$ cat config.mk
export PLATFORM = sky130hd
export DESIGN_NAME = record_gain_level_control
export DESIGN_NICKNAME = d
export VERILOG_FILES = /design/src/shared/rec_pkg.sv /design/src/hdl/interval_timer.sv /design/src/hdl/mod_clock_gen.sv /design/src/hdl/record_gain_level_control.sv
export VERILOG_INCLUDE_DIRS = /design/src /design/src/shared
export SDC_FILE = /design/constraint.sdc
export NUM_CORES = 1
export LEC_CHECK = 0
export BUFFER_PORTS_ARGS = -buffer_cell sky130_fd_sc_hd__buf_4
export CAP_MARGIN = 30
export CORE_ASPECT_RATIO = 0.9
export CORE_MARGIN = 5
export CORE_UTILIZATION = 51
export CTS_CLUSTER_DIAMETER = 200
export DETAILED_ROUTE_END_ITERATION = 8
export GPL_TIMING_DRIVEN = 0
export PLACE_DENSITY = 0.73
export SLEW_MARGIN = 25
export SYNTH_ARGS = -nofsm -noshare
export SYNTH_HDL_FRONTEND = slang
export SYNTH_SLANG_ARGS = --single-unit
$ cat constraint.sdc
create_clock -name i_clk -period 4.5 [get_ports i_clk]
set_input_delay 0 -clock i_clk [delete_from_list [all_inputs] [get_ports i_clk]]
set_output_delay 0 -clock i_clk [all_outputs]
set_load 0.02 [all_outputs]
$ cat src/shared/rec_map.svh
`ifndef REC_MAP_SVH
`define REC_MAP_SVH

// register byte offsets
`define REC_CTRL1_OFS 8'h00
`define REC_CTRL2_OFS 8'h04
`define REC_CTRL3_OFS 8'h08
`define REC_GAIN_L_OFS 8'h0C
`define REC_GAIN_R_OFS 8'h10
`define REC_ADC_CTRL_OFS 8'h14
`define REC_STATUS_OFS 8'h18

// control 1 fields
`define REC_EN_BIT 0
`define REC_BOTH_BIT 1
`define REC_MODE_LSB 2
`define REC_EXMAX_LSB 4
// control 2 fields
`define REC_ATHR_LSB 0
`define REC_RTHR_LSB 8
// control 3 fields
`define REC_ATIM_LSB 0
`define REC_RTIM_LSB 4
// adc control field
`define REC_QUARTER_BIT 0
// status fields
`define REC_ST_GL_LSB 0
`define REC_ST_GR_LSB 8
`define REC_ST_CNT_LSB 16
`define REC_ST_STATE_LSB 20
`define REC_ST_ATT_LSB 24

// recovery mode codes
`define REC_MODE_NONE 2'h0
`define REC_MODE_NORMAL 2'h1
`define REC_MODE_LIMITED 2'h2

// reset values
`define REC_CTRL1_RST 8'h00
`define REC_CTRL2_RST 16'h0000
`define REC_CTRL3_RST 8'h00
`define REC_GAIN_RST 6'h00

// gain code limit: 24 dB in 0.5 dB steps
`define REC_GAIN_MAX 6'h30
// master clock cycles per output sample
`define REC_SAMPLE_DIV 256
// default timer units in clock cycles
`define REC_ATTACK_UNIT 256
`define REC_RECOV_UNIT 2048

`endif

$ cat src/shared/rec_pkg.sv
package rec_pkg;
  typedef enum logic [1:0] {
    ALC_OFF,
    ALC_TRACK,
    ALC_ATTACK,
    ALC_SETTLED
  } alc_state_e;

  typedef logic [5:0] gain_t;
endpackage

$ cat src/hdl/interval_timer.sv
`timescale 1ns/1ns
module interval_timer #(
  parameter int W = 20
) (
  // clock and reset
  input wire logic i_clk,
  input wire logic i_rstn,
  // control
  input wire logic i_restart,
  input wire logic [W-1:0] i_period,
  // tick out
  output logic o_tick
);
  logic [W-1:0] cnt_q;
  logic [W-1:0] cnt_d;
  logic tick_d;

  // reload on restart or expiry, tick once per period
  always_comb begin
    cnt_d = cnt_q - W'(1);
    tick_d = 1'b0;
    if (i_restart) begin
      cnt_d = i_period - W'(1);
    end else if (cnt_q == '0) begin
      cnt_d = i_period - W'(1);
      tick_d = 1'b1;
    end
  end

  always_ff @(posedge i_clk or negedge i_rstn) begin
    if (!i_rstn) begin
      cnt_q <= '0;
      o_tick <= 1'b0;
    end else begin
      cnt_q <= cnt_d;
      o_tick <= tick_d;
    end
  end
endmodule

$ cat src/hdl/mod_clock_gen.sv
`timescale 1ns/1ns
`include "rec_map.svh"
module mod_clock_gen #(
  parameter int DIV = `REC_SAMPLE_DIV
) (
  // clock and reset
  input wire logic i_clk,
  input wire logic i_rstn,
  // selection
  input wire logic i_quarter,
  // converter timing
  output logic o_mod_clk_en,
  output logic o_sample_strobe,
  output logic o_filter_alt
);
  localparam int CW = $clog2(DIV);
  logic [CW-1:0] cnt_q;
  logic [CW-1:0] cnt_d;
  logic quarter_q;
  logic quarter_d;
  logic mod_d;
  logic strobe_d;

  if (DIV < 4 || (DIV % 4) != 0) begin : g_chk
    $error("DIV must be a multiple of 4");
  end

  // divider; selection changes only at a sample boundary
  always_comb begin
    cnt_d = cnt_q + CW'(1);
    strobe_d = (cnt_q == CW'(DIV - 1));
    quarter_d = strobe_d ? i_quarter : quarter_q;
    mod_d = quarter_q ? (cnt_q[1:0] == 2'h3) : cnt_q[0];
  end

  always_ff @(posedge i_clk or negedge i_rstn) begin
    if (!i_rstn) begin
      cnt_q <= '0;
      quarter_q <= 1'b0;
      o_mod_clk_en <= 1'b0;
      o_sample_strobe <= 1'b0;
      o_filter_alt <= 1'b0;
    end else begin
      cnt_q <= cnt_d;
      quarter_q <= quarter_d;
      o_mod_clk_en <= mod_d;
      o_sample_strobe <= strobe_d;
      o_filter_alt <= quarter_q;
    end
  end

  property p_rate;
    @(posedge i_clk) disable iff (!i_rstn)
      o_sample_strobe |-> ##256 o_sample_strobe;
  endproperty
  a_rate: assert property (p_rate) else $error("sample strobe not every 256");

  property p_half;
    @(posedge i_clk) disable iff (!i_rstn)
      (!o_filter_alt && o_mod_clk_en && $stable(o_filter_alt)) |=> !o_mod_clk_en;
  endproperty
  a_half: assert property (p_half) else $error("modulator enable not half rate");
endmodule

$ cat src/hdl/record_gain_level_control.sv
`timescale 1ns/1ns
`include "rec_map.svh"
// Overview of operation
// normal recovery raises gain only while no attack is in progress
// below recovery threshold and not attacking: gain rises one 0.5 dB step
// one recovery step per recovery interval until programmed gain is reached
// output above recovery threshold holds gain until it falls back
// restored gain stays put until a new attack starts
// limited mode attacks on excursion then tries to restore gain
// limited mode counts recovery intervals that saw a recovery excursion
// counter at configured maximum settles gain, no more recovery
// attack excursion restarts attack and clears the excursion counter
// output sample rate is master clock divided by 256
// modulator runs at half master clock by default
// software sets quarter clock when master clock exceeds 12.288 MHz
// quarter clock selects the alternate decimator filter set
// attack lowers both gains one step, then waits the attack time
// gains never exceed their programmed values
// gain and level settings ignore writes while level control enabled
// limit bit 1 needs both channels over threshold, 0 needs either
// recovery steps both gains equally, decided only at interval ticks
module record_gain_level_control
  import rec_pkg::*;
#(
  parameter int SMP_W = 24,
  parameter int TMR_W = 20,
  parameter int ATTACK_UNIT_CYC = `REC_ATTACK_UNIT,
  parameter int RECOV_UNIT_CYC = `REC_RECOV_UNIT
) (
  // clock and reset
  input wire logic i_clk,
  input wire logic i_rstn,
  // apb slave
  input wire logic i_psel,
  input wire logic i_penable,
  input wire logic i_pwrite,
  input wire logic [7:0] i_paddr,
  input wire logic [31:0] i_pwdata,
  output logic o_pready,
  output logic [31:0] o_prdata,
  output logic o_pslverr,
  // converter output samples
  input wire logic i_smp_valid,
  input wire logic [SMP_W-1:0] i_smp_left,
  input wire logic [SMP_W-1:0] i_smp_right,
  // amplifier and converter control
  output logic [5:0] o_pga_gain_left,
  output logic [5:0] o_pga_gain_right,
  output logic o_mod_clk_en,
  output logic o_sample_strobe,
  output logic o_filter_alt
);
  if (SMP_W < 9 || 16 * ATTACK_UNIT_CYC >= (1 << TMR_W)
      || 16 * RECOV_UNIT_CYC >= (1 << TMR_W)) begin : g_chk
    $error("sample width or timer units out of range");
  end

  // magnitude of a sample, top 8 bits below the sign, above a threshold
  function automatic logic over_thr(input logic [SMP_W-1:0] s, input logic [7:0] thr);
    logic [SMP_W-1:0] mag;
    mag = s[SMP_W-1] ? (~s + SMP_W'(1)) : s;
    if (mag[SMP_W-1]) begin
      over_thr = 1'b1;
    end else begin
      over_thr = mag[SMP_W-2 -: 8] > thr;
    end
  endfunction

  // programmed gain reduced by the common attenuation, floored at zero
  function automatic gain_t sat_sub(input gain_t g, input gain_t a);
    sat_sub = (g > a) ? (g - a) : '0;
  endfunction

  // clip a written gain code to the amplifier range
  function automatic gain_t clip_gain(input logic [5:0] g);
    clip_gain = (g > `REC_GAIN_MAX) ? `REC_GAIN_MAX : g;
  endfunction

  // register state
  logic pready_q, pready_d;
  logic [31:0] prdata_q, prdata_d;
  logic pslverr_q, pslverr_d;
  logic [7:0] ctrl1_q, ctrl1_d;
  logic [15:0] ctrl2_q, ctrl2_d;
  logic [7:0] ctrl3_q, ctrl3_d;
  gain_t gain_l_q, gain_l_d;
  gain_t gain_r_q, gain_r_d;
  logic quarter_q, quarter_d;
  logic alc_restart;

  // level controller state
  alc_state_e state_q, state_d;
  gain_t att_q, att_d;
  logic [3:0] cnt_q, cnt_d;
  logic exc_q, exc_d;
  gain_t out_l_q, out_l_d;
  gain_t out_r_q, out_r_d;
  logic atk_start;

  logic acc;
  logic wr;
  logic hit;
  logic [31:0] rd_mux;
  logic alc_en;
  logic atk_l, atk_r, atk_hit, rec_hit, exc_now;
  logic atk_tick, rec_tick;
  logic [1:0] mode;
  logic [3:0] ex_max;
  logic [TMR_W-1:0] atk_period, rec_period;

  assign acc = i_psel & i_penable & pready_q;
  assign wr = acc & i_pwrite;
  assign alc_en = ctrl1_q[`REC_EN_BIT];
  assign mode = ctrl1_q[`REC_MODE_LSB +: 2];
  assign ex_max = ctrl1_q[`REC_EXMAX_LSB +: 4];

  // address decode and read data
  always_comb begin
    hit = 1'b1;
    rd_mux = 32'h00000000;
    unique case (i_paddr)
      `REC_CTRL1_OFS: rd_mux = {24'h000000, ctrl1_q};
      `REC_CTRL2_OFS: rd_mux = {16'h0000, ctrl2_q};
      `REC_CTRL3_OFS: rd_mux = {24'h000000, ctrl3_q};
      `REC_GAIN_L_OFS: rd_mux = {26'h0, gain_l_q};
      `REC_GAIN_R_OFS: rd_mux = {26'h0, gain_r_q};
      `REC_ADC_CTRL_OFS: rd_mux = {31'h0, quarter_q};
      `REC_STATUS_OFS: begin
        rd_mux[`REC_ST_GL_LSB +: 6] = out_l_q;
        rd_mux[`REC_ST_GR_LSB +: 6] = out_r_q;
        rd_mux[`REC_ST_CNT_LSB +: 4] = cnt_q;
        rd_mux[`REC_ST_STATE_LSB +: 2] = state_q;
        rd_mux[`REC_ST_ATT_LSB +: 6] = att_q;
      end
      default: hit = 1'b0;
    endcase
  end

  // apb answer one cycle into the access phase, error on unmapped address
  always_comb begin
    pready_d = i_psel & i_penable & ~pready_q;
    prdata_d = prdata_q;
    pslverr_d = 1'b0;
    if (pready_d) begin
      prdata_d = i_pwrite ? 32'h00000000 : rd_mux;
      pslverr_d = ~hit;
    end
  end

  // register writes; gain and level settings frozen while the controller is enabled, enable bit and adc control stay writable
  always_comb begin
    ctrl1_d = ctrl1_q;
    ctrl2_d = ctrl2_q;
    ctrl3_d = ctrl3_q;
    gain_l_d = gain_l_q;
    gain_r_d = gain_r_q;
    quarter_d = quarter_q;
    alc_restart = 1'b0;
    if (wr) begin
      unique case (i_paddr)
        `REC_CTRL1_OFS: begin
          if (alc_en) begin
            ctrl1_d[`REC_EN_BIT] = i_pwdata[`REC_EN_BIT];
          end else begin
            ctrl1_d = i_pwdata[7:0];
          end
        end
        `REC_CTRL2_OFS: if (!alc_en) ctrl2_d = i_pwdata[15:0];
        `REC_CTRL3_OFS: begin
          alc_restart = 1'b1;
          if (!alc_en) ctrl3_d = i_pwdata[7:0];
        end
        `REC_GAIN_L_OFS: if (!alc_en) gain_l_d = clip_gain(i_pwdata[5:0]);
        `REC_GAIN_R_OFS: if (!alc_en) gain_r_d = clip_gain(i_pwdata[5:0]);
        `REC_ADC_CTRL_OFS: quarter_d = i_pwdata[`REC_QUARTER_BIT];
        default: ;
      endcase
    end
  end

  always_ff @(posedge i_clk or negedge i_rstn) begin
    if (!i_rstn) begin
      pready_q <= 1'b0;
      prdata_q <= 32'h00000000;
      pslverr_q <= 1'b0;
      ctrl1_q <= `REC_CTRL1_RST;
      ctrl2_q <= `REC_CTRL2_RST;
      ctrl3_q <= `REC_CTRL3_RST;
      gain_l_q <= `REC_GAIN_RST;
      gain_r_q <= `REC_GAIN_RST;
      quarter_q <= 1'b0;
    end else begin
      pready_q <= pready_d;
      prdata_q <= prdata_d;
      pslverr_q <= pslverr_d;
      ctrl1_q <= ctrl1_d;
      ctrl2_q <= ctrl2_d;
      ctrl3_q <= ctrl3_d;
      gain_l_q <= gain_l_d;
      gain_r_q <= gain_r_d;
      quarter_q <= quarter_d;
    end
  end

  assign o_pready = pready_q;
  assign o_prdata = prdata_q;
  assign o_pslverr = pslverr_q;

  // threshold checks on each converter sample
  always_comb begin
    atk_l = over_thr(i_smp_left, ctrl2_q[`REC_ATHR_LSB +: 8]);
    atk_r = over_thr(i_smp_right, ctrl2_q[`REC_ATHR_LSB +: 8]);
    atk_hit = i_smp_valid & (ctrl1_q[`REC_BOTH_BIT] ? (atk_l & atk_r) : (atk_l | atk_r));
    rec_hit = i_smp_valid & (over_thr(i_smp_left, ctrl2_q[`REC_RTHR_LSB +: 8])
      | over_thr(i_smp_right, ctrl2_q[`REC_RTHR_LSB +: 8]));
    exc_now = exc_q | rec_hit;
  end

  // timer periods from control 3
  assign atk_period = TMR_W'((ctrl3_q[`REC_ATIM_LSB +: 4] + 5'h01) * ATTACK_UNIT_CYC);
  assign rec_period = TMR_W'((ctrl3_q[`REC_RTIM_LSB +: 4] + 5'h01) * RECOV_UNIT_CYC);

  interval_timer #(.W(TMR_W)) u_atk_tmr (
    .i_clk(i_clk),
    .i_rstn(i_rstn),
    .i_restart(atk_start),
    .i_period(atk_period),
    .o_tick(atk_tick)
  );

  interval_timer #(.W(TMR_W)) u_rec_tmr (
    .i_clk(i_clk),
    .i_rstn(i_rstn),
    .i_restart(atk_start | ~alc_en),
    .i_period(rec_period),
    .o_tick(rec_tick)
  );

  // attack, recovery and excursion counting
  always_comb begin
    state_d = state_q;
    att_d = att_q;
    cnt_d = cnt_q;
    exc_d = rec_hit | (exc_q & ~rec_tick);
    atk_start = 1'b0;
    if (!alc_en || alc_restart) begin
      state_d = alc_en ? ALC_TRACK : ALC_OFF;
      att_d = '0;
      cnt_d = 4'h0;
      exc_d = 1'b0;
    end else begin
      unique case (state_q)
        ALC_OFF: state_d = ALC_TRACK;
        ALC_TRACK, ALC_SETTLED: begin
          if (atk_hit) begin
            atk_start = 1'b1;
            state_d = ALC_ATTACK;
            cnt_d = 4'h0;
            exc_d = 1'b0;
            if (att_q < `REC_GAIN_MAX) att_d = att_q + 6'h01;
          end else if (state_q == ALC_TRACK && rec_tick) begin
            if (mode == `REC_MODE_NORMAL) begin
              if (!exc_now && att_q != '0) att_d = att_q - 6'h01;
            end else if (mode == `REC_MODE_LIMITED) begin
              if (exc_now) begin
                cnt_d = cnt_q + 4'h1;
                if (cnt_q + 4'h1 >= ex_max) state_d = ALC_SETTLED;
              end else if (att_q != '0) begin
                att_d = att_q - 6'h01;
              end
            end
          end
        end
        ALC_ATTACK: if (atk_tick) state_d = ALC_TRACK;
      endcase
    end
    out_l_d = sat_sub(gain_l_d, att_d);
    out_r_d = sat_sub(gain_r_d, att_d);
  end

  always_ff @(posedge i_clk or negedge i_rstn) begin
    if (!i_rstn) begin
      state_q <= ALC_OFF;
      att_q <= '0;
      cnt_q <= 4'h0;
      exc_q <= 1'b0;
      out_l_q <= '0;
      out_r_q <= '0;
    end else begin
      state_q <= state_d;
      att_q <= att_d;
      cnt_q <= cnt_d;
      exc_q <= exc_d;
      out_l_q <= out_l_d;
      out_r_q <= out_r_d;
    end
  end

  assign o_pga_gain_left = out_l_q;
  assign o_pga_gain_right = out_r_q;

  // modulator clock and sample timing
  mod_clock_gen #(.DIV(`REC_SAMPLE_DIV)) u_clk_gen (
    .i_clk(i_clk),
    .i_rstn(i_rstn),
    .i_quarter(quarter_q),
    .o_mod_clk_en(o_mod_clk_en),
    .o_sample_strobe(o_sample_strobe),
    .o_filter_alt(o_filter_alt)
  );

  property p_ceiling;
    @(posedge i_clk) disable iff (!i_rstn)
      o_pga_gain_left <= gain_l_q && o_pga_gain_right <= gain_r_q;
  endproperty
  a_ceiling: assert property (p_ceiling) else $error("gain above programmed value");

  property p_attack;
    @(posedge i_clk) disable iff (!i_rstn)
      (alc_en && !alc_restart && state_q == ALC_TRACK && atk_hit && att_q < 6'h30)
      |=> state_q == ALC_ATTACK && att_q == $past(att_q) + 6'h01;
  endproperty
  a_attack: assert property (p_attack) else $error("attack step missing");

  property p_wait;
    @(posedge i_clk) disable iff (!i_rstn)
      (state_q == ALC_ATTACK && alc_en && !alc_restart) |=> att_q == $past(att_q);
  endproperty
  a_wait: assert property (p_wait) else $error("gain changed during attack wait");

  property p_recover;
    @(posedge i_clk) disable iff (!i_rstn)
      (alc_en && !alc_restart && state_q == ALC_TRACK && !atk_hit && rec_tick
       && mode == `REC_MODE_NORMAL && !exc_now && att_q != 6'h00)
      |=> att_q == $past(att_q) - 6'h01;
  endproperty
  a_recover: assert property (p_recover) else $error("recovery step missing");

  property p_hold;
    @(posedge i_clk) disable iff (!i_rstn)
      (alc_en && !alc_restart && !atk_hit && (exc_now || !rec_tick)) |=> att_q >= $past(att_q);
  endproperty
  a_hold: assert property (p_hold) else $error("gain raised without a clean tick");

  property p_restored;
    @(posedge i_clk) disable iff (!i_rstn)
      (alc_en && !alc_restart && att_q == 6'h00 && !atk_hit) |=> att_q == 6'h00;
  endproperty
  a_restored: assert property (p_restored) else $error("restored gain changed");

  property p_count;
    @(posedge i_clk) disable iff (!i_rstn)
      (alc_en && !alc_restart && state_q == ALC_TRACK && !atk_hit && rec_tick
       && mode == `REC_MODE_LIMITED && exc_now) |=> cnt_q == $past(cnt_q) + 4'h1;
  endproperty
  a_count: assert property (p_count) else $error("excursion count missed");

  property p_settle;
    @(posedge i_clk) disable iff (!i_rstn)
      (state_q == ALC_SETTLED && alc_en && !alc_restart && !atk_hit)
      |=> state_q == ALC_SETTLED && att_q == $past(att_q);
  endproperty
  a_settle: assert property (p_settle) else $error("recovery after settling");

  property p_clear;
    @(posedge i_clk) disable iff (!i_rstn)
      (alc_en && (state_q == ALC_TRACK || state_q == ALC_SETTLED) && atk_hit)
      |=> cnt_q == 4'h0;
  endproperty
  a_clear: assert property (p_clear) else $error("counter not cleared by attack");

  property p_frozen;
    @(posedge i_clk) disable iff (!i_rstn)
      (wr && alc_en && i_paddr == `REC_GAIN_L_OFS) |=> gain_l_q == $past(gain_l_q);
  endproperty
  a_frozen: assert property (p_frozen) else $error("gain written while enabled");

  property p_both;
    @(posedge i_clk) disable iff (!i_rstn)
      (ctrl1_q[`REC_BOTH_BIT] && !(atk_l && atk_r)) |-> !atk_hit;
  endproperty
  a_both: assert property (p_both) else $error("single channel caused attack");
endmodule

==> flow_summary.toml, run 1 <==
[synthesis]
synth_area_per_cell_sq_um = 9.91
yosys_warnings = 0
synthFlopType = "sky130_fd_sc_hd__dfrtp_1"
ys_types = 65
syn-instance-count = 902
synthesis_stage_register_bit_count = 154
synth_top_cell_by_area = "sky130_fd_sc_hd__dfrtp_1"
synth_async_reset_ratio = 1.00
syn_area_sq_mm = 0.00894
seq_area_frac_synth = 0.431
synth_area_leaders = "sky130_fd_sc_hd__dfrtp_1 (43%), sky130_fd_sc_hd__ha_1 (8.3%), sky130_fd_sc_hd__xnor2_1 (4.9%)"
synth_enable_flop_cells = 0
netlist.area_leader.share = 0.431

[final_layout]
synthToLayoutAreaGrowth_pct = 26.8
design.final.nets = 1232
mostFrequentLayoutCell = "sky130_fd_sc_hd__dfrtp_1"
final.fill_count = 1405
post-route-cell-area_sq_mm = 0.0113
final_cell_count_no_fill = 1331
final_cell_mix = "sky130_fd_sc_hd__dfrtp_1 (154), sky130_fd_sc_hd__buf_4 (133), sky130_fd_sc_hd__nand2_1 (101), sky130_fd_sc_hd__ha_1 (56)"
layout-drive-gt1-share = 0.249

[detailed_routing]
vias = 7478
detail_route.vias_per_cell = 5.62
detail_route.iter0.violations = 457
wl_per_cell_um = 17.6
drt_drc_violations_left = 0
detailedRoute.firstPassIterationCount = 5
routed_wl_um = 23500
detail-route-antenna-nets = 0

[global_route]
grt_max_degree = 81
grt_overflow_total = 0
number_of_global_route_vias_before_repair = 7497
first_pass_grt_wire_length_um = 38200
total_grt_usage = 0.239
grt_antenna_before_repair = 1

[clock_tree]
clk-insertion-delay-late_ps = 430
worst_setup_hold_path_clk_slew_ps = 70
clock_tree.root_cell = "sky130_fd_sc_hd__clkbuf_16"
cts_tree = "done"
numCtsBuffers = 17
depth_of_the_cts_h_tree = 4
cts_sinks = 154
cts_buffer_depth = 2

[place]
dpl_ws_ps = -1370
gp_routability_congestion = 0.870
detailed_place_hpwl_um = 17300
placed_cell_area_sq_mm = 0.0103
dp.cells = 1263
numPortBuffers = 117

[run_status]
result_of_the_run = "finished with violations"
failed_checks = "negative setup slack"

[floorplanning]
rows = 46
floorplan.core_area_sq_mm = 0.0174
die_height_um = 136
floorplan.die.width_um = 150
initial_core_util = 0.513
die_area_sq_mm = 0.0203
num_io_pins = 143

[critical_path]
crit_path_max_fanout = 6
worst-endpoint-required_ps = 4810
timing.setup.critical_path_class = "in -> reg"
worst_setup_path_end_kind = "flop"
startpoint_type = "primary input"
worst-r2r-setup-slack_ps = 290
r2r_end = "o_pga_gain_left[0]$_DFF_PN0_"
regToRegStartpoint = "ctrl2_q[5]$_DFFE_PN0P_"
r2r_cells = 17
critical_path_arrival_ps = 5260

[power_and_ir_drop]
vdd.ir_drop.worst_mv = 0.250
power_density_mw_per_mm2 = 278
p_leak_nw = 4.83
design_power_total_mw = 3.16

[hold_path]
min_delay_worst_endpoint = "o_pslverr$_DFF_PN0_"
worst_hold_startpoint = "i_paddr[6]"
min_delay_path_class = "in -> reg"
timing.hold.worst_path_depth = 4

[sta]
setup_viol_count_final = 12
slew_violations = 0
timing.max_slew.rel_slack = 0.474
fin_crit_sh = 1.10
rsz0062_at_grt = "yes"
finalCriticalPeriod_ps = 4950
achievable-frequency_ghz = 0.202
timing.final.ws_setup_ps = -450
whs_ps = 14.9
tightestPinTransition_ps = 786
finalHoldViolCount = 0
finalClockSkew_ps = 9.88

[job]
max_cap_viol_count = 0
## critical path, stage by stage
cell,delay [ps]
sky130_fd_sc_hd__buf_6,100
sky130_fd_sc_hd__nor4_4,260
sky130_fd_sc_hd__nand4_1,150
sky130_fd_sc_hd__or3_4,350
sky130_fd_sc_hd__or4_4,450
sky130_fd_sc_hd__o31ai_4,220
sky130_fd_sc_hd__xnor2_2,120
sky130_fd_sc_hd__ha_1,340
sky130_fd_sc_hd__nand4_1,150
sky130_fd_sc_hd__o21a_1,190
sky130_fd_sc_hd__or3_4,380
sky130_fd_sc_hd__maj3_4,390
sky130_fd_sc_hd__nand2_2,130
sky130_fd_sc_hd__a21oi_1,100
sky130_fd_sc_hd__or4_4,610
sky130_fd_sc_hd__ha_1,370
sky130_fd_sc_hd__a21o_1,220
sky130_fd_sc_hd__a21oi_2,160
sky130_fd_sc_hd__nor2b_2,60
sky130_fd_sc_hd__o21a_1,200
sky130_fd_sc_hd__o22ai_4,210
sky130_fd_sc_hd__nor2_1,90
## final cells by class
| cell class | instances | area, sq um | area share |
|---|---|---|---|
| inverter | 40 | 150 | 0.0132 |
| clock buffer | 20 | 457 | 0.0403 |
| sequential | 154 | 3850 | 0.340 |
| multi-input combinational | 678 | 5020 | 0.443 |
| clock inverter | 12 | 139 | 0.0123 |
| timing repair buffer | 154 | 1250 | 0.111 |
| buffer | 32 | 160 | 0.0141 |
| antenna | 1 | 2.50 | 0.000221 |
| tap | 240 | 300 | 0.0265 |
## power breakdown
part	switching [mW]	internal [mW]
sequential	0.00337	1.39
clock	0.604	0.852
combinational	0.172	0.136
total	0.779	2.38
## Yosys cell counts, drive strengths merged, types with 15 or more instances
cell type,number
nor2,52
o21ai,48
clkbuf,19
ha,59
nand2,102
nor2b,16
or3,16
xor2,20
mux2,37
inv,40
nor3,27
nand4,15
dfrtp,154
xnor2,50
a21oi,48
nand3,22
nor4,24
## sequential cells by signal, indices dropped and copies added, names as in the netlist, 2 cells and up
name / flops
o_pga_gain_right: 6
ctrl2_q: 16
o_prdata: 28
o_pga_gain_left: 6
gain_r_q: 6
u_clk_gen.cnt_q: 8
state_q: 2
gain_l_q: 6
ctrl1_q: 8
cnt_q: 4
att_q: 6
u_atk_tmr.cnt_q: 20
ctrl3_q: 8
u_rec_tmr.cnt_q: 20
## per-stage QoR
step           TNS (ps)  utilization
2_1_floorplan     -6620            -
3_3_place_gp     -15530        0.586
3_5_place_dp     -16000        0.588
4_1_cts           -6550        0.646
5_1_grt           -7420        0.650
6_report          -4860        0.650
## how the worst max path moves through the flow
stage / start / end / slack, ps / cells past startpoint
floorplan: i_smp_right[14] / o_pga_gain_left[4]$_DFF_PN0_ / -570 / 25
global placement: i_smp_left[8] / o_pga_gain_left[4]$_DFF_PN0_ / -1320 / 26
detailed placement: i_smp_left[8] / o_pga_gain_left[4]$_DFF_PN0_ / -1370 / 26
CTS: i_smp_right[1] / o_pga_gain_left[2]$_DFF_PN0_ / -570 / 25
global route: i_smp_right[1] / o_pga_gain_left[0]$_DFF_PN0_ / -650 / 24
finish: i_smp_right[1] / o_pga_gain_left[0]$_DFF_PN0_ / -450 / 22
## layer usage
metal  vias up  track usage  wire length [um]
li1       3611            -                 -
met1      3616        0.330             10500
met2       209        0.380             11200
met3        42       0.0512              1190
met4         0       0.0768               540
met5         -            0                 0
## cell families after synthesis
logic type	synth area share
and+or+nand+nor	0.178
AOI/OAI and AO/OA	0.131
DFF	0.431
buffers and inverters	0.0348
xor gates and xnor gates	0.0686
adders and majority gates	0.0886
muxes	0.0673
other	0.000419
## repair_timing
item / 4_1_cts / 5_1_grt
hold endpoints to repair: 118 / 0
gates resized for setup: 24 / 10
hold buffers: 20 / 0
pin swaps: 27 / 20
endpoints found under the setup margin: 12 / 12
buffers inserted: 12 / 4
No activity file was read; power rests on OpenSTA's default activity.
==> run 2: changes to the inputs <==
- BUFFER_PORTS_ARGS: -buffer_cell sky130_fd_sc_hd__buf_4 -> -buffer_cell sky130_fd_sc_hd__buf_2
- MAX_ROUTING_LAYER: not set -> met4
==> flow_summary.toml, run 2 (synthesized netlist as in run 1, its figures left out) <==
[detailed_routing]
vias = 7544
detail_route.vias_per_cell = 5.66
wl_per_cell_um = 17.4
detailedRoute.firstPassIterationCount = 5
detail-route-antenna-nets = 0
routed_wl_um = 23100
detail_route.iter0.violations = 509
drt_drc_violations_left = 0

[sta]
setup_viol_count_final = 12
finalClockSkew_ps = 11.4
finalHoldViolCount = 0
timing.final.ws_setup_ps = -478
achievable-frequency_ghz = 0.201
timing.max_slew.rel_slack = 0.489
fin_crit_sh = 1.11
tightestPinTransition_ps = 763
finalCriticalPeriod_ps = 4980
rsz0062_at_grt = "yes"
whs_ps = 75.8
slew_violations = 0

[critical_path]
startpoint_type = "primary input"
crit_path_max_fanout = 6
timing.setup.critical_path_class = "in -> reg"
worst-r2r-setup-slack_ps = 210
critical_path_arrival_ps = 5300
worst_setup_path_end_kind = "flop"
worst-endpoint-required_ps = 4820
regToRegStartpoint = "ctrl2_q[11]$_DFFE_PN0P_"
r2r_cells = 18
r2r_end = "o_pga_gain_left[2]$_DFF_PN0_"

[power_and_ir_drop]
power_density_mw_per_mm2 = 282
design_power_total_mw = 3.11
p_leak_nw = 4.80
vdd.ir_drop.worst_mv = 0.227

[final_layout]
layout-drive-gt1-share = 0.247
mostFrequentLayoutCell = "sky130_fd_sc_hd__dfrtp_1"
synthToLayoutAreaGrowth_pct = 23.5
final.fill_count = 1436
insertedDiodeCount = 0
largest_reg_flops = 28
final_cell_mix = "sky130_fd_sc_hd__dfrtp_1 (154), sky130_fd_sc_hd__buf_2 (115), sky130_fd_sc_hd__nand2_1 (101), sky130_fd_sc_hd__ha_1 (56), sky130_fd_sc_hd__xnor2_1 (49)"
design.final.nets = 1234
post-route-cell-area_sq_mm = 0.0110

[hold_path]
min_delay_path_class = "in -> async"

[clock_tree]
worst_setup_hold_path_clk_slew_ps = 70
cts_buffer_depth = 2
cts_tree = "done"
clock_tree.root_cell = "sky130_fd_sc_hd__clkbuf_16"
clk-insertion-delay-late_ps = 440
numCtsBuffers = 17
cts_sinks = 154
depth_of_the_cts_h_tree = 4

[global_route]
total_grt_usage = 0.239
number_of_global_route_vias_before_repair = 7327
grt_max_degree = 93
first_pass_grt_wire_length_um = 37400
grt_overflow_total = 0
grt_antenna_before_repair = 0

[place]
placed_cell_area_sq_mm = 0.00997
numPortBuffers = 117
gp_routability_congestion = 0.920
detailed_place_hpwl_um = 17100

[run_status]
failed_checks = "negative setup slack"
result_of_the_run = "finished with violations"

[floorplanning]
initial_core_util = 0.513
num_io_pins = 143
die_area_sq_mm = 0.0203
floorplan.core_area_sq_mm = 0.0174
die_height_um = 136
floorplan.die.width_um = 150
rows = 46

[job]
max_cap_viol_count = 0
-- run 2: cell types whose count changed in the layout (fill, tap and decap cells not counted), moves of 2 or more --
cell and delta:
sky130_fd_sc_hd__buf_4 -110, sky130_fd_sc_hd__inv_6 +2, sky130_fd_sc_hd__clkinvlp_4 -4, sky130_fd_sc_hd__clkbuf_8 -2, sky130_fd_sc_hd__bufinv_16 -2, sky130_fd_sc_hd__buf_2 +111, sky130_fd_sc_hd__inv_8 +8, sky130_fd_sc_hd__dlygate4sd3_1 +2
-- run 2: timing repair --
item                                   in CTS  in global routing
pin swaps                                  13                 20
gates resized for setup                    21                 10
setup endpoints to repair                  12                 12
hold buffers                               22                  0
endpoints found under the hold margin     128                  0
buffers inserted                           11                  5
-- run 2: worst max path at each step --
stage,start,endpoint,slack [ps],cells past startpoint
6_report,i_smp_right[10],o_pga_gain_left[2]$_DFF_PN0_,-480,24
4_1_cts,i_smp_right[10],o_pga_gain_right[4]$_DFF_PN0_,-430,25
3_5_place_dp,i_smp_left[9],o_pga_gain_left[4]$_DFF_PN0_,-1390,26
2_1_floorplan,i_smp_right[14],o_pga_gain_left[4]$_DFF_PN0_,-570,25
3_3_place_gp,i_smp_left[8],o_pga_gain_left[4]$_DFF_PN0_,-1370,26
5_1_grt,i_smp_right[14],o_pga_gain_left[0]$_DFF_PN0_,-760,24
-- run 2: area by class of cell --
| type | instances | area (sq um) | share of cell area |
|---|---|---|---|
| multi-input combinational | 678 | 5000 | 0.453 |
| sequential | 154 | 3850 | 0.349 |
| timing repair buffer | 156 | 995 | 0.0901 |
| clock buffer | 17 | 425 | 0.0385 |
| tap | 240 | 300 | 0.0272 |
| buffer | 32 | 160 | 0.0145 |
| clock inverter | 15 | 159 | 0.0144 |
| inverter | 40 | 150 | 0.0136 |
-- run 2: per-stage QoR --
stage	worst slack [ps]	std cells	setup TNS, ps	utilization
final	-478	1332	-5430	0.633
after global routing	-757	1332	-8590	0.633
after CTS	-428	1327	-4940	0.628
after detailed placement	-1390	1263	-16480	0.572
after global placement	-1370	1262	-16080	0.570
after floorplan	-574	905	-6620	-
-- run 2: power breakdown --
part / leakage (nW) / internal, mW / switching, mW
combinational: 2.52 / 0.121 / 0.171
sequential: 1.99 / 1.39 / 0.00336
clock: 0.292 / 0.749 / 0.682
total: 4.80 / 2.26 / 0.857
-- run 2: routing by layer --
metal / global-route usage / vias to the layer above / part of all wire
li1: - / 3611 / -
met3: 0.0465 / 37 / 0.061
met5: - / - / 0
met4: 0.0691 / 0 / 0.020
met2: 0.374 / 258 / 0.48
met1: 0.318 / 3638 / 0.44
-- run 2: critical path: stages --
cell and delay, ps:
sky130_fd_sc_hd__buf_6 100, sky130_fd_sc_hd__nor4_4 260, sky130_fd_sc_hd__nand4_1 180, sky130_fd_sc_hd__or3_4 360, sky130_fd_sc_hd__or4_4 450, sky130_fd_sc_hd__o31ai_4 270
sky130_fd_sc_hd__xnor2_2 120, sky130_fd_sc_hd__ha_4 290, sky130_fd_sc_hd__nand4_1 110, sky130_fd_sc_hd__o21a_1 210, sky130_fd_sc_hd__or3_4 380, sky130_fd_sc_hd__maj3_4 390
sky130_fd_sc_hd__and2_4 190, sky130_fd_sc_hd__o21a_1 220, sky130_fd_sc_hd__mux2i_4 240, sky130_fd_sc_hd__ha_2 220, sky130_fd_sc_hd__inv_2 40, sky130_fd_sc_hd__fa_2 340
sky130_fd_sc_hd__a21o_1 200, sky130_fd_sc_hd__a21oi_2 150, sky130_fd_sc_hd__nor2b_1 70, sky130_fd_sc_hd__o21a_1 200, sky130_fd_sc_hd__o22ai_4 210, sky130_fd_sc_hd__nor2_1 90
